## src/common/pib_consts.vh

```
// Offsets, fields, reset values and timing for the protector self-check
`ifndef PIB_CONSTS_VH
`define PIB_CONSTS_VH

// Register byte offsets
`define PIB_OFF_VCTRL   8'h00
`define PIB_OFF_TCTRL   8'h04
`define PIB_OFF_THR     8'h08
`define PIB_OFF_CELLS   8'h0c
`define PIB_OFF_GPIOCF  8'h10
`define PIB_OFF_DIAG    8'h14
`define PIB_OFF_STAT1   8'h18
`define PIB_OFF_STAT2   8'h1c
`define PIB_OFF_UVFLG   8'h20
`define PIB_OFF_OVFLG   8'h24
`define PIB_OFF_TFLG    8'h28
`define PIB_OFF_STATE   8'h2c

// Control register fields
`define PIB_GO_BIT      2
`define PIB_LOCK_LSB    3

// Diag control fields
`define PIB_KEEP_BIT    0
`define PIB_DSEL_LSB    1
`define PIB_INJ_BIT     3

// Protector modes
`define PIB_MODE_OFF    2'h0
`define PIB_MODE_RR     2'h1
`define PIB_MODE_BIST   2'h2
`define PIB_MODE_SINGLE 2'h3

// Reset values
`define PIB_THR_RST     32'h00000000
`define PIB_CELLS_RST   16'hffff
`define PIB_GPIOCF_RST  32'h00000000

// DAC scaling for the voltage thresholds: 4/5 = 0.8
`define PIB_DAC_NUM     4
`define PIB_DAC_DEN     5

// Timing
`define PIB_CLK_MHZ     25
`define PIB_DWELL_NS    1000
`define PIB_PAR_US      100

`endif

```

## src/pib_protector_bist.v

```verilog
// Protector parity check, DAC readback routing and self-test engines
`include "pib_consts.vh"

// Engine for one protector: round robin, self-test, flags, parity
module pib_prot_engine #(
   parameter NCH     = 16,
   parameter CW      = 4,
   parameter TW      = 8,
   parameter DWELL   = 25,
   parameter PAR_CYC = 2500
) (
   input  wire          clk,
   input  wire          rst,
   input  wire          go,
   input  wire [1:0]    mode,
   input  wire [CW-1:0] lock,
   input  wire [TW-1:0] thr_hi,
   input  wire [TW-1:0] thr_lo,
   input  wire [NCH-1:0] active,
   input  wire          keep_flags,
   input  wire          par_inject,
   input  wire          cmp_hi,
   input  wire          cmp_lo,
   input  wire          alert_n,
   input  wire [NCH-1:0] clr_hi,
   input  wire [NCH-1:0] clr_lo,
   output reg  [CW-1:0] chan_r,
   output wire          cmp_en,
   output wire          drive_hi,
   output wire          drive_lo,
   output wire          force_lo,
   output reg  [NCH-1:0] hi_flags_r,
   output reg  [NCH-1:0] lo_flags_r,
   output reg  [4:0]    evt_r,
   output reg  [2:0]    state_r
);
   localparam S_OFF   = 3'd0;
   localparam S_RUN   = 3'd1;
   localparam S_CMPH  = 3'd2;
   localparam S_CMPL  = 3'd3;
   localparam S_PATH  = 3'd4;
   localparam S_FORCE = 3'd5;
   localparam [31:0]   LAST_I  = NCH - 1;
   localparam [31:0]   DW_I    = DWELL - 1;
   localparam [31:0]   PAR_I   = PAR_CYC - 1;
   localparam [CW-1:0] LAST    = LAST_I[CW-1:0];
   localparam [15:0]   DW_END  = DW_I[15:0];
   localparam [15:0]   PAR_END = PAR_I[15:0];

   reg [2:0]     state_nxt;
   reg [1:0]     ph_r;
   reg [1:0]     ph_nxt;
   reg [15:0]    tmr_r;
   reg [15:0]    tmr_nxt;
   reg [CW-1:0]  chan_nxt;
   reg [NCH-1:0] hi_set;
   reg [NCH-1:0] lo_set;
   reg [NCH-1:0] hi_clr;
   reg [NCH-1:0] lo_clr;
   reg [4:0]     evt_nxt;
   reg           latch;
   reg [TW-1:0]  thr_hi_l;
   reg [TW-1:0]  thr_lo_l;
   reg [1:0]     mode_l;
   reg [NCH-1:0] mask_l;
   reg [CW-1:0]  lock_l;
   reg           par_ref_r;
   reg [15:0]    par_cnt_r;

   wire [NCH-1:0] chbit = {{(NCH-1){1'b0}}, 1'b1} << chan_r;
   wire dwell_done = (tmr_r == DW_END);
   wire any_flags  = |{hi_flags_r, lo_flags_r};
   wire [CW-1:0] chan_inc = chan_r + {{(CW-1){1'b0}}, 1'b1};
   wire [CW-1:0] next_ch  = (chan_r == LAST) ? {CW{1'b0}} : chan_inc;
   wire cur_act = mask_l[chan_r];

   assign cmp_en   = (state_r != S_OFF);
   assign drive_hi = (state_r == S_CMPH);
   assign drive_lo = (state_r == S_CMPL);
   assign force_lo = (state_r == S_PATH) && (ph_r == 2'd0) && cur_act;

   always @* begin
      state_nxt = state_r;
      ph_nxt    = ph_r;
      tmr_nxt   = tmr_r + 16'h0001;
      chan_nxt  = chan_r;
      hi_set    = {NCH{1'b0}};
      lo_set    = {NCH{1'b0}};
      hi_clr    = {NCH{1'b0}};
      lo_clr    = {NCH{1'b0}};
      evt_nxt   = 5'h00;
      latch     = 1'b0;
      case (state_r)
         S_OFF: begin
            tmr_nxt = 16'h0000;
         end
         S_RUN: begin
            if (!cur_act) begin
               tmr_nxt = 16'h0000;
               if (mode_l == `PIB_MODE_RR)
                  chan_nxt = next_ch;
            end else if (dwell_done) begin
               hi_set  = chbit & {NCH{cmp_hi}};
               lo_set  = chbit & {NCH{cmp_lo}};
               tmr_nxt = 16'h0000;
               if (mode_l == `PIB_MODE_RR)
                  chan_nxt = next_ch;
            end
         end
         S_CMPH: begin
            if (dwell_done) begin
               evt_nxt[0] = ~cmp_hi;
               state_nxt  = S_CMPL;
               tmr_nxt    = 16'h0000;
            end
         end
         S_CMPL: begin
            if (dwell_done) begin
               evt_nxt[1] = ~cmp_lo;
               tmr_nxt    = 16'h0000;
               chan_nxt   = {CW{1'b0}};
               ph_nxt     = 2'd0;
               if (any_flags) begin
                  evt_nxt[3] = 1'b1;
                  state_nxt  = S_OFF;
               end else begin
                  state_nxt = S_PATH;
               end
            end
         end
         S_PATH, S_FORCE: begin
            if (!cur_act || ph_r == 2'd3) begin
               ph_nxt  = 2'd0;
               tmr_nxt = 16'h0000;
               if (chan_r == LAST) begin
                  chan_nxt  = {CW{1'b0}};
                  state_nxt = (state_r == S_PATH) ? S_FORCE : S_OFF;
               end else begin
                  chan_nxt = chan_inc;
               end
            end else if (ph_r == 2'd0) begin
               if (state_r == S_FORCE) begin
                  hi_set = chbit;
                  ph_nxt = 2'd1;
               end else if (dwell_done) begin
                  lo_set = chbit & {NCH{cmp_lo}};
                  ph_nxt = 2'd1;
               end
            end else if (ph_r == 2'd1) begin
               // Alert pin is registered one cycle behind the flags
               ph_nxt = 2'd2;
            end else begin
               if (state_r == S_PATH) begin
                  evt_nxt[2] = ~|(lo_flags_r & chbit) | alert_n;
                  if (!keep_flags)
                     lo_clr = chbit;
               end else begin
                  evt_nxt[2] = ~|(hi_flags_r & chbit) | alert_n;
                  if (!keep_flags)
                     hi_clr = chbit;
               end
               ph_nxt = 2'd3;
            end
         end
         default: begin
            state_nxt = S_OFF;
         end
      endcase
      // A new go always wins over a running sequence
      if (go) begin
         latch    = 1'b1;
         tmr_nxt  = 16'h0000;
         ph_nxt   = 2'd0;
         chan_nxt = (mode == `PIB_MODE_SINGLE) ? lock : {CW{1'b0}};
         case (mode)
            `PIB_MODE_RR, `PIB_MODE_SINGLE: state_nxt = S_RUN;
            `PIB_MODE_BIST: begin
               if (any_flags) begin
                  evt_nxt[3] = 1'b1;
                  state_nxt  = S_OFF;
               end else begin
                  state_nxt = S_CMPH;
               end
            end
            default: state_nxt = S_OFF;
         endcase
      end
   end

   always @(posedge clk or posedge rst) begin
      if (rst) begin
         state_r    <= S_OFF;
         ph_r       <= 2'd0;
         tmr_r      <= 16'h0000;
         chan_r     <= {CW{1'b0}};
         hi_flags_r <= {NCH{1'b0}};
         lo_flags_r <= {NCH{1'b0}};
         evt_r      <= 5'h00;
         thr_hi_l   <= {TW{1'b0}};
         thr_lo_l   <= {TW{1'b0}};
         mode_l     <= `PIB_MODE_OFF;
         mask_l     <= {NCH{1'b0}};
         lock_l     <= {CW{1'b0}};
         par_ref_r  <= 1'b0;
         par_cnt_r  <= 16'h0000;
      end else begin
         state_r    <= state_nxt;
         ph_r       <= ph_nxt;
         tmr_r      <= tmr_nxt;
         chan_r     <= chan_nxt;
         // Set wins over any clear in the same cycle
         hi_flags_r <= (hi_flags_r & ~(clr_hi | hi_clr)) | hi_set;
         lo_flags_r <= (lo_flags_r & ~(clr_lo | lo_clr)) | lo_set;
         evt_r      <= evt_nxt;
         if (latch) begin
            thr_hi_l  <= thr_hi;
            thr_lo_l  <= thr_lo;
            mode_l    <= mode;
            mask_l    <= active;
            lock_l    <= lock;
            par_ref_r <= ^{thr_hi, thr_lo, mode, active, lock};
            par_cnt_r <= 16'h0000;
         end else if (state_r != S_OFF) begin
            if (par_cnt_r == PAR_END) begin
               par_cnt_r <= 16'h0000;
               evt_r[4]  <= par_inject ^ par_ref_r ^
                  (^{thr_hi_l, thr_lo_l, mode_l, mask_l, lock_l});
            end else begin
               par_cnt_r <= par_cnt_r + 16'h0001;
            end
         end
      end
   end
endmodule // pib_prot_engine

module pib_protector_bist #(
   parameter DWELL   = (`PIB_DWELL_NS * `PIB_CLK_MHZ + 999) / 1000,
   parameter PAR_CYC = `PIB_PAR_US * `PIB_CLK_MHZ
) (
   input  wire        sys_clk,
   input  wire        rst,
   input  wire [7:0]  wb_adr_i,
   input  wire [31:0] wb_dat_i,
   output wire [31:0] wb_dat_o,
   input  wire        wb_we_i,
   input  wire [3:0]  wb_sel_i,
   input  wire        wb_stb_i,
   input  wire        wb_cyc_i,
   output wire        wb_ack_o,
   input  wire        v_cmp_ov,
   input  wire        v_cmp_uv,
   output wire [3:0]  v_chan_sel,
   output wire        v_cmp_en,
   output wire        v_drive_hi,
   output wire        v_drive_lo,
   output wire        v_sw_open,
   input  wire        t_cmp_ot,
   input  wire        t_cmp_ut,
   output wire [2:0]  t_chan_sel,
   output wire        t_cmp_en,
   output wire        t_drive_hi,
   output wire        t_drive_lo,
   output wire        t_pullup,
   output wire [7:0]  aux_dac_o,
   output wire        fault_alert_pin_n
);
   reg  [6:0]  vctrl_r;
   reg  [5:0]  tctrl_r;
   reg  [31:0] thr_r;
   reg  [15:0] cells_r;
   reg  [31:0] gpiocf_r;
   reg  [3:0]  diag_r;
   reg  [1:0]  stat1_r;
   reg  [6:0]  stat2_r;
   reg         ack_r;
   reg  [31:0] dat_r;
   reg  [7:0]  aux_dac_r;
   reg         alert_n_r;
   reg  [31:0] rd_nxt;
   reg  [7:0]  dac_nxt;

   wire [15:0] v_ovf;
   wire [15:0] v_uvf;
   wire [7:0]  t_otf;
   wire [7:0]  t_utf;
   wire [4:0]  v_evt;
   wire [4:0]  t_evt;
   wire [2:0]  v_state;
   wire [2:0]  t_state;

   // Classic Wishbone: one wait state, ack for one cycle
   wire        req = wb_cyc_i & wb_stb_i & ~ack_r;
   wire        wr  = req & wb_we_i;
   wire [7:0]  adr = {wb_adr_i[7:2], 2'b00};
   wire [31:0] wmask = {{8{wb_sel_i[3]}}, {8{wb_sel_i[2]}},
                        {8{wb_sel_i[1]}}, {8{wb_sel_i[0]}}};
   wire [31:0] wbits = wb_dat_i & wmask;
   wire [31:0] vctrl_new = ({25'h0, vctrl_r} & ~wmask) | wbits;
   wire [31:0] tctrl_new = ({26'h0, tctrl_r} & ~wmask) | wbits;
   wire wr_vctrl = wr && (adr == `PIB_OFF_VCTRL);
   wire wr_tctrl = wr && (adr == `PIB_OFF_TCTRL);
   wire v_go = wr_vctrl && wbits[`PIB_GO_BIT];
   wire t_go = wr_tctrl && wbits[`PIB_GO_BIT];
   wire [15:0] clr_uv = (wr && adr == `PIB_OFF_UVFLG) ? wbits[15:0] : 16'h0;
   wire [15:0] clr_ov = (wr && adr == `PIB_OFF_OVFLG) ? wbits[15:0] : 16'h0;
   wire [7:0]  clr_ut = (wr && adr == `PIB_OFF_TFLG) ? wbits[7:0] : 8'h0;
   wire [7:0]  clr_ot = (wr && adr == `PIB_OFF_TFLG) ? wbits[15:8] : 8'h0;
   // Bit 0 of each gpio config nibble marks a thermistor input
   wire [7:0]  gpio_act = {gpiocf_r[28], gpiocf_r[24], gpiocf_r[20],
                           gpiocf_r[16], gpiocf_r[12], gpiocf_r[8],
                           gpiocf_r[4], gpiocf_r[0]};

   // Voltage DAC runs at 0.8 of the threshold code
   wire [31:0] ov_prod = {24'h0, thr_r[7:0]} * `PIB_DAC_NUM;
   wire [31:0] uv_prod = {24'h0, thr_r[15:8]} * `PIB_DAC_NUM;
   wire [31:0] ov_quo  = ov_prod / `PIB_DAC_DEN;
   wire [31:0] uv_quo  = uv_prod / `PIB_DAC_DEN;

   assign wb_ack_o          = ack_r;
   assign wb_dat_o          = dat_r;
   assign aux_dac_o         = aux_dac_r;
   assign fault_alert_pin_n = alert_n_r;

   pib_prot_engine #(
      .NCH     (16),
      .CW      (4),
      .TW      (8),
      .DWELL   (DWELL),
      .PAR_CYC (PAR_CYC)
   ) u_volt (
      .clk        (sys_clk),
      .rst        (rst),
      .go         (v_go),
      .mode       (vctrl_new[1:0]),
      .lock       (vctrl_new[6:3]),
      .thr_hi     (thr_r[7:0]),
      .thr_lo     (thr_r[15:8]),
      .active     (cells_r),
      .keep_flags (diag_r[`PIB_KEEP_BIT]),
      .par_inject (diag_r[`PIB_INJ_BIT]),
      .cmp_hi     (v_cmp_ov),
      .cmp_lo     (v_cmp_uv),
      .alert_n    (alert_n_r),
      .clr_hi     (clr_ov),
      .clr_lo     (clr_uv),
      .chan_r     (v_chan_sel),
      .cmp_en     (v_cmp_en),
      .drive_hi   (v_drive_hi),
      .drive_lo   (v_drive_lo),
      .force_lo   (v_sw_open),
      .hi_flags_r (v_ovf),
      .lo_flags_r (v_uvf),
      .evt_r      (v_evt),
      .state_r    (v_state)
   );

   pib_prot_engine #(
      .NCH     (8),
      .CW      (3),
      .TW      (8),
      .DWELL   (DWELL),
      .PAR_CYC (PAR_CYC)
   ) u_temp (
      .clk        (sys_clk),
      .rst        (rst),
      .go         (t_go),
      .mode       (tctrl_new[1:0]),
      .lock       (tctrl_new[5:3]),
      .thr_hi     (thr_r[23:16]),
      .thr_lo     (thr_r[31:24]),
      .active     (gpio_act),
      .keep_flags (diag_r[`PIB_KEEP_BIT]),
      .par_inject (diag_r[`PIB_INJ_BIT]),
      .cmp_hi     (t_cmp_ot),
      .cmp_lo     (t_cmp_ut),
      .alert_n    (alert_n_r),
      .clr_hi     (clr_ot),
      .clr_lo     (clr_ut),
      .chan_r     (t_chan_sel),
      .cmp_en     (t_cmp_en),
      .drive_hi   (t_drive_hi),
      .drive_lo   (t_drive_lo),
      .force_lo   (t_pullup),
      .hi_flags_r (t_otf),
      .lo_flags_r (t_utf),
      .evt_r      (t_evt),
      .state_r    (t_state)
   );

   always @* begin
      case (diag_r[2:1])
         2'd0:    dac_nxt = ov_quo[7:0];
         2'd1:    dac_nxt = uv_quo[7:0];
         2'd2:    dac_nxt = thr_r[23:16];
         default: dac_nxt = thr_r[31:24];
      endcase
   end

   always @* begin
      case (adr)
         `PIB_OFF_VCTRL:  rd_nxt = {25'h0, vctrl_r};
         `PIB_OFF_TCTRL:  rd_nxt = {26'h0, tctrl_r};
         `PIB_OFF_THR:    rd_nxt = thr_r;
         `PIB_OFF_CELLS:  rd_nxt = {16'h0, cells_r};
         `PIB_OFF_GPIOCF: rd_nxt = gpiocf_r;
         `PIB_OFF_DIAG:   rd_nxt = {28'h0, diag_r};
         `PIB_OFF_STAT1:  rd_nxt = {30'h0, stat1_r};
         `PIB_OFF_STAT2:  rd_nxt = {25'h0, stat2_r};
         `PIB_OFF_UVFLG:  rd_nxt = {16'h0, v_uvf};
         `PIB_OFF_OVFLG:  rd_nxt = {16'h0, v_ovf};
         `PIB_OFF_TFLG:   rd_nxt = {16'h0, t_otf, t_utf};
         `PIB_OFF_STATE:  rd_nxt = {16'h0, aux_dac_r, 1'b0, t_state,
                                    1'b0, v_state};
         default:         rd_nxt = 32'h0;
      endcase
   end

   always @(posedge sys_clk or posedge rst) begin
      if (rst) begin
         vctrl_r   <= 7'h00;
         tctrl_r   <= 6'h00;
         thr_r     <= `PIB_THR_RST;
         cells_r   <= `PIB_CELLS_RST;
         gpiocf_r  <= `PIB_GPIOCF_RST;
         diag_r    <= 4'h0;
         stat1_r   <= 2'h0;
         stat2_r   <= 7'h00;
         ack_r     <= 1'b0;
         dat_r     <= 32'h0;
         aux_dac_r <= 8'h00;
         alert_n_r <= 1'b1;
      end else begin
         ack_r     <= req;
         aux_dac_r <= dac_nxt;
         alert_n_r <= ~|{v_ovf, v_uvf, t_otf, t_utf};
         if (req)
            dat_r <= wb_we_i ? 32'h0 : rd_nxt;
         // Go bit is a strobe and never stored
         if (wr_vctrl)
            vctrl_r <= {vctrl_new[6:3], 1'b0, vctrl_new[1:0]};
         if (wr_tctrl)
            tctrl_r <= {tctrl_new[5:3], 1'b0, tctrl_new[1:0]};
         if (wr && adr == `PIB_OFF_THR)
            thr_r <= (thr_r & ~wmask) | wbits;
         if (wr && adr == `PIB_OFF_CELLS)
            cells_r <= (cells_r & ~wmask[15:0]) | wbits[15:0];
         if (wr && adr == `PIB_OFF_GPIOCF)
            gpiocf_r <= (gpiocf_r & ~wmask) | wbits;
         if (wr && adr == `PIB_OFF_DIAG)
            diag_r <= (diag_r & ~wmask[3:0]) | wbits[3:0];
         // Write one to clear; a new event in the same cycle wins
         stat1_r <= (stat1_r & ~((wr && adr == `PIB_OFF_STAT1) ?
                     wbits[1:0] : 2'h0)) | {t_evt[4], v_evt[4]};
         stat2_r <= (stat2_r & ~((wr && adr == `PIB_OFF_STAT2) ?
                     wbits[6:0] : 7'h00)) |
                    {v_evt[3] | t_evt[3], t_evt[2], v_evt[2],
                     t_evt[1], t_evt[0], v_evt[1], v_evt[0]};
      end
   end
endmodule // pib_protector_bist

```

## config.mk

```make
export PLATFORM = sky130hd
export DESIGN_NAME = pib_protector_bist
export DESIGN_NICKNAME = d
export VERILOG_FILES = /design/src/pib_protector_bist.v
export VERILOG_INCLUDE_DIRS = /design/src /design/src/common
export SDC_FILE = /design/constraint.sdc
export NUM_CORES = 1
export LEC_CHECK = 0
export BUFFER_PORTS_ARGS = -buffer_cell sky130_fd_sc_hd__buf_2
export CORE_MARGIN = 10
export CORE_UTILIZATION = 45
export CTS_CLUSTER_DIAMETER = 120
export CTS_CLUSTER_SIZE = 28
export DETAILED_ROUTE_END_ITERATION = 12
export MAX_ROUTING_LAYER = met4
export SLEW_MARGIN = 30
export SYNTH_ARGS = -nofsm -noshare
export SYNTH_HDL_FRONTEND = slang
export SYNTH_HIERARCHICAL = 1
export SYNTH_SLANG_ARGS = --single-unit
```

## constraint.sdc

```tcl
create_clock -name sys_clk -period 10.1 [get_ports sys_clk]
set_input_delay 1.01 -clock sys_clk [delete_from_list [all_inputs] [get_ports sys_clk]]
set_output_delay 1.01 -clock sys_clk [all_outputs]
set_load 0.01 [all_outputs]
```

==> results by group <==
Timing
  • Setup ws final: 3670 ps
  • Final worst-path cycle share: 0.636
  • Max Freq: 156 MHz
  • Fin Setup TNS: 0 ps
  • Slew Viols, Final: 0
  • Slew headroom: 0.311
  • Slew @ Worst Pin: 1030 ps
  • Final setup vio count: 0
  • RSZ-0062 raised after global routing: false
  • Final Hold Fails: 0
  • Worst Skew: 32.3 ps
  • Final min period: 6430 ps

Logic synthesis
  • Syn Area/Cell: 10.1 sq um
  • Asr flop ratio synth: 1.00
  • Register bit count reported by yosys: 354
  • Count leader, synth: dfrtp_1
  • Post-synth top area cell: dfrtp_1
  • Synth top area cells: dfrtp_1 42%, mux2_2 9.3%, xnor2_1 5.3%, o21ai_0 4.5%, nand2_1 3.2%
  • Post-synthesis sequential area ratio: 0.442
  • Ys Warns: 6
  • Most used DFF post-synth: dfrtp_1
  • Yosys cell types: 104
  • Post-Syn Area: 20,100 sq um
  • Top-area cell type share of the netlist area: 0.419
  • Syn nets: 2,070
  • Number of flops mapped to enable cells by yosys: 0
  • Syn Inst Count: 1,992
  • Commonest cells in the synthesized netlist: 337 x dfrtp_1, 180 x o21ai_0, 174 x nand2_1

Global routing
  • Largest net degree at the start of global routing: 84
  • Vias in the first global route: 15,620
  • First-pass GRT wire length: 95,100 um
  • Gr usage total: 0.232
  • Antenna violations before repair: 6
  • Grt ovf: 0

Clock tree
  • Clock transition at path regs: 120 ps
  • Clk_lat worst skew: 550 ps
  • Clock Path Buffers: 3
  • Root Buffer: clkbuf_16
  • Hold_buf cts: 0
  • CTS sink cnt: 354
  • TritonCTS clock tree: built
  • CTS buffer count: 16
  • H-tree levels: 1
  • PostCTS Resize Cnt: 0
  • Post-CTS Setup Repair Bufs: 0

Flow run
  • Max-cap viol count: 0

Routing
  • Top Layer Used: met4
  • Via count: 15,849
  • DRC Markers: 0
  • WL met1: 27,600 um
  • WL met2: 28,800 um
  • DR iter-0 viols: 1,339
  • WL final: 61,900 um
  • Post-route ant nets: 0
  • DR vias/cell: 6.01
  • First-pass DRT Iterations: 6
  • Met3 wire length: 3480 um
  • Routed len/inst: 23.4 um

Floorplan
  • Effective utilization at floorplan: 0.455
  • Core area: 44,200 sq um
  • Die Width: 231 um
  • Chip height: 231 um
  • Std-Cell Rows: 77
  • I/O pin count: 110
  • Full die area: 53,500 sq um

Critical path
  • Kind of critical path: reg -> reg
  • Worst-path fanout max: 30
  • Worst stage delay on the critical path: 900 ps
  • Critical Path Sink Type: flop
  • Slowest library cell on the worst path: dfrtp_1
  • Critical Path Source Type: flop
  • Worst EP required: 10,510 ps
  • Worst EP arrival: 6840 ps
  • Cell mode on critical path: ha_1
  • CP top delay family: compound AO/OA/AOI/OAI gates
  • WP buf/inv: 0
  • Crit path cell chain: nand2b_4 > mux2i_2 > a22oi_1 > o21a_1 > a22o_1 > ha_1 > nor3_1 > a22oi_1 > and2_4 > o21ai_0 > o31a_1 > ha_1 > a21oi_1 > a211oi_4 > mux2i_1 > ha_1 > nor2b_1 > nand2_1 > a221oi_2 > o32ai_2

Worst hold path
  • Worst hold path class: reg -> reg
  • Hold Startpoint: u_temp/evt_r[0]

Placement
  • GP Congestion: 0.976
  • DP Wirelength: 45,500 um
  • IO Port Bufs: 107
  • Place WS: 3750 ps
  • Placed cell count: 2,609

Final layout
  • Share of cells above drive strength 1: 0.187
  • Finished Layout Cells: 2,639
  • Nets: 2,113
  • Layout area overhead: 7.38%

Pwr
  • Power Total: 0.00284 W
  • Cell Pwr Density: 132 nW/um^2
  • Worst-case vdd ir drop: 0.000104 V
  • Pleak: 9.65 nW

Outcome
  • Status: complete, no violations
## path summary, 6_finish.rpt
| check | depth (start not counted) | to | slack [ps] |
|---|---|---|---|
| worst max-delay path | 20 | aux_dac_o[0] | 3670 |
| worst min register to register | 1 | stat2_r[2] | 440 |
| min in group asynchronous | 2 | wb_dat_o[11] | 570 |
| worst max register to register | 20 | aux_dac_o[0] | 3670 |
| worst min-delay path | 1 | stat2_r[2] | 440 |
| max in group asynchronous | 3 | u_volt/mask_l[12] | 8160 |
## power breakdown
| group | switching (W) | leakage [nW] | total, W | internal (W) |
|---|---|---|---|---|
| Sequential | 0.000108 | 4.71 | 0.00158 | 0.00148 |
| Combinational | 0.000289 | 4.72 | 0.000472 | 0.000184 |
| Clock | 0.000466 | 0.223 | 0.000783 | 0.000317 |
| Total | 0.000863 | 9.65 | 0.00284 | 0.00198 |
## layout by cell type (no fill, tap or decap), types with 25 or more instances in the layout
cell type  count
ha_1          25
inv_1         46
nand4_1       31
a21oi_1       49
nor4_1        35
nand2_1      174
nor2_1       156
buf_2        107
xor2_1        48
a22oi_1       61
nand2b_1      25
dfrtp_1      337
nor3_1        42
nand3_1       39
o21ai_0      179
xnor2_1      122
mux2i_1       33
nor2b_1       66
mux2_2       166
## per-stage QoR
step                area [sq um]  hold WS [ps]  utilization
floorplan                  20100           404            -
global placement           21100           415        0.477
detailed placement         21100           413        0.477
CTS                        21600           441        0.488
global route               21600           465        0.488
finish                     21600           443        0.488
## per-layer routing
layer / GRT usage / up-vias
li1: - / 7225
met1: 0.312 / 8055
met2: 0.356 / 482
met3: 0.0343 / 87
met4: 0.0758 / 0
met5: - / -
## kinds of logic after synthesis
family / share of synthesized area
AOI/OAI and AO/OA: 0.136
adders and majority gates: 0.0161
xor gates and xnor gates: 0.0849
buffers and inverters: 0.0307
DFF: 0.442
muxes: 0.128
and+or+nand+nor: 0.163
## layout make-up
type                            count  area (sq um)
Fill cell                        4058         22600
Multi-Input combinational cell   1490         10600
Sequential cell                   354          8880
Tap cell                          592           741
Timing Repair Buffer              121           644
Clock buffer                       23           448
Inverter                           52           204
Antenna cell                        6          15.0
Clock inverter                      1          11.3
(Power assumes the default switching activity.)
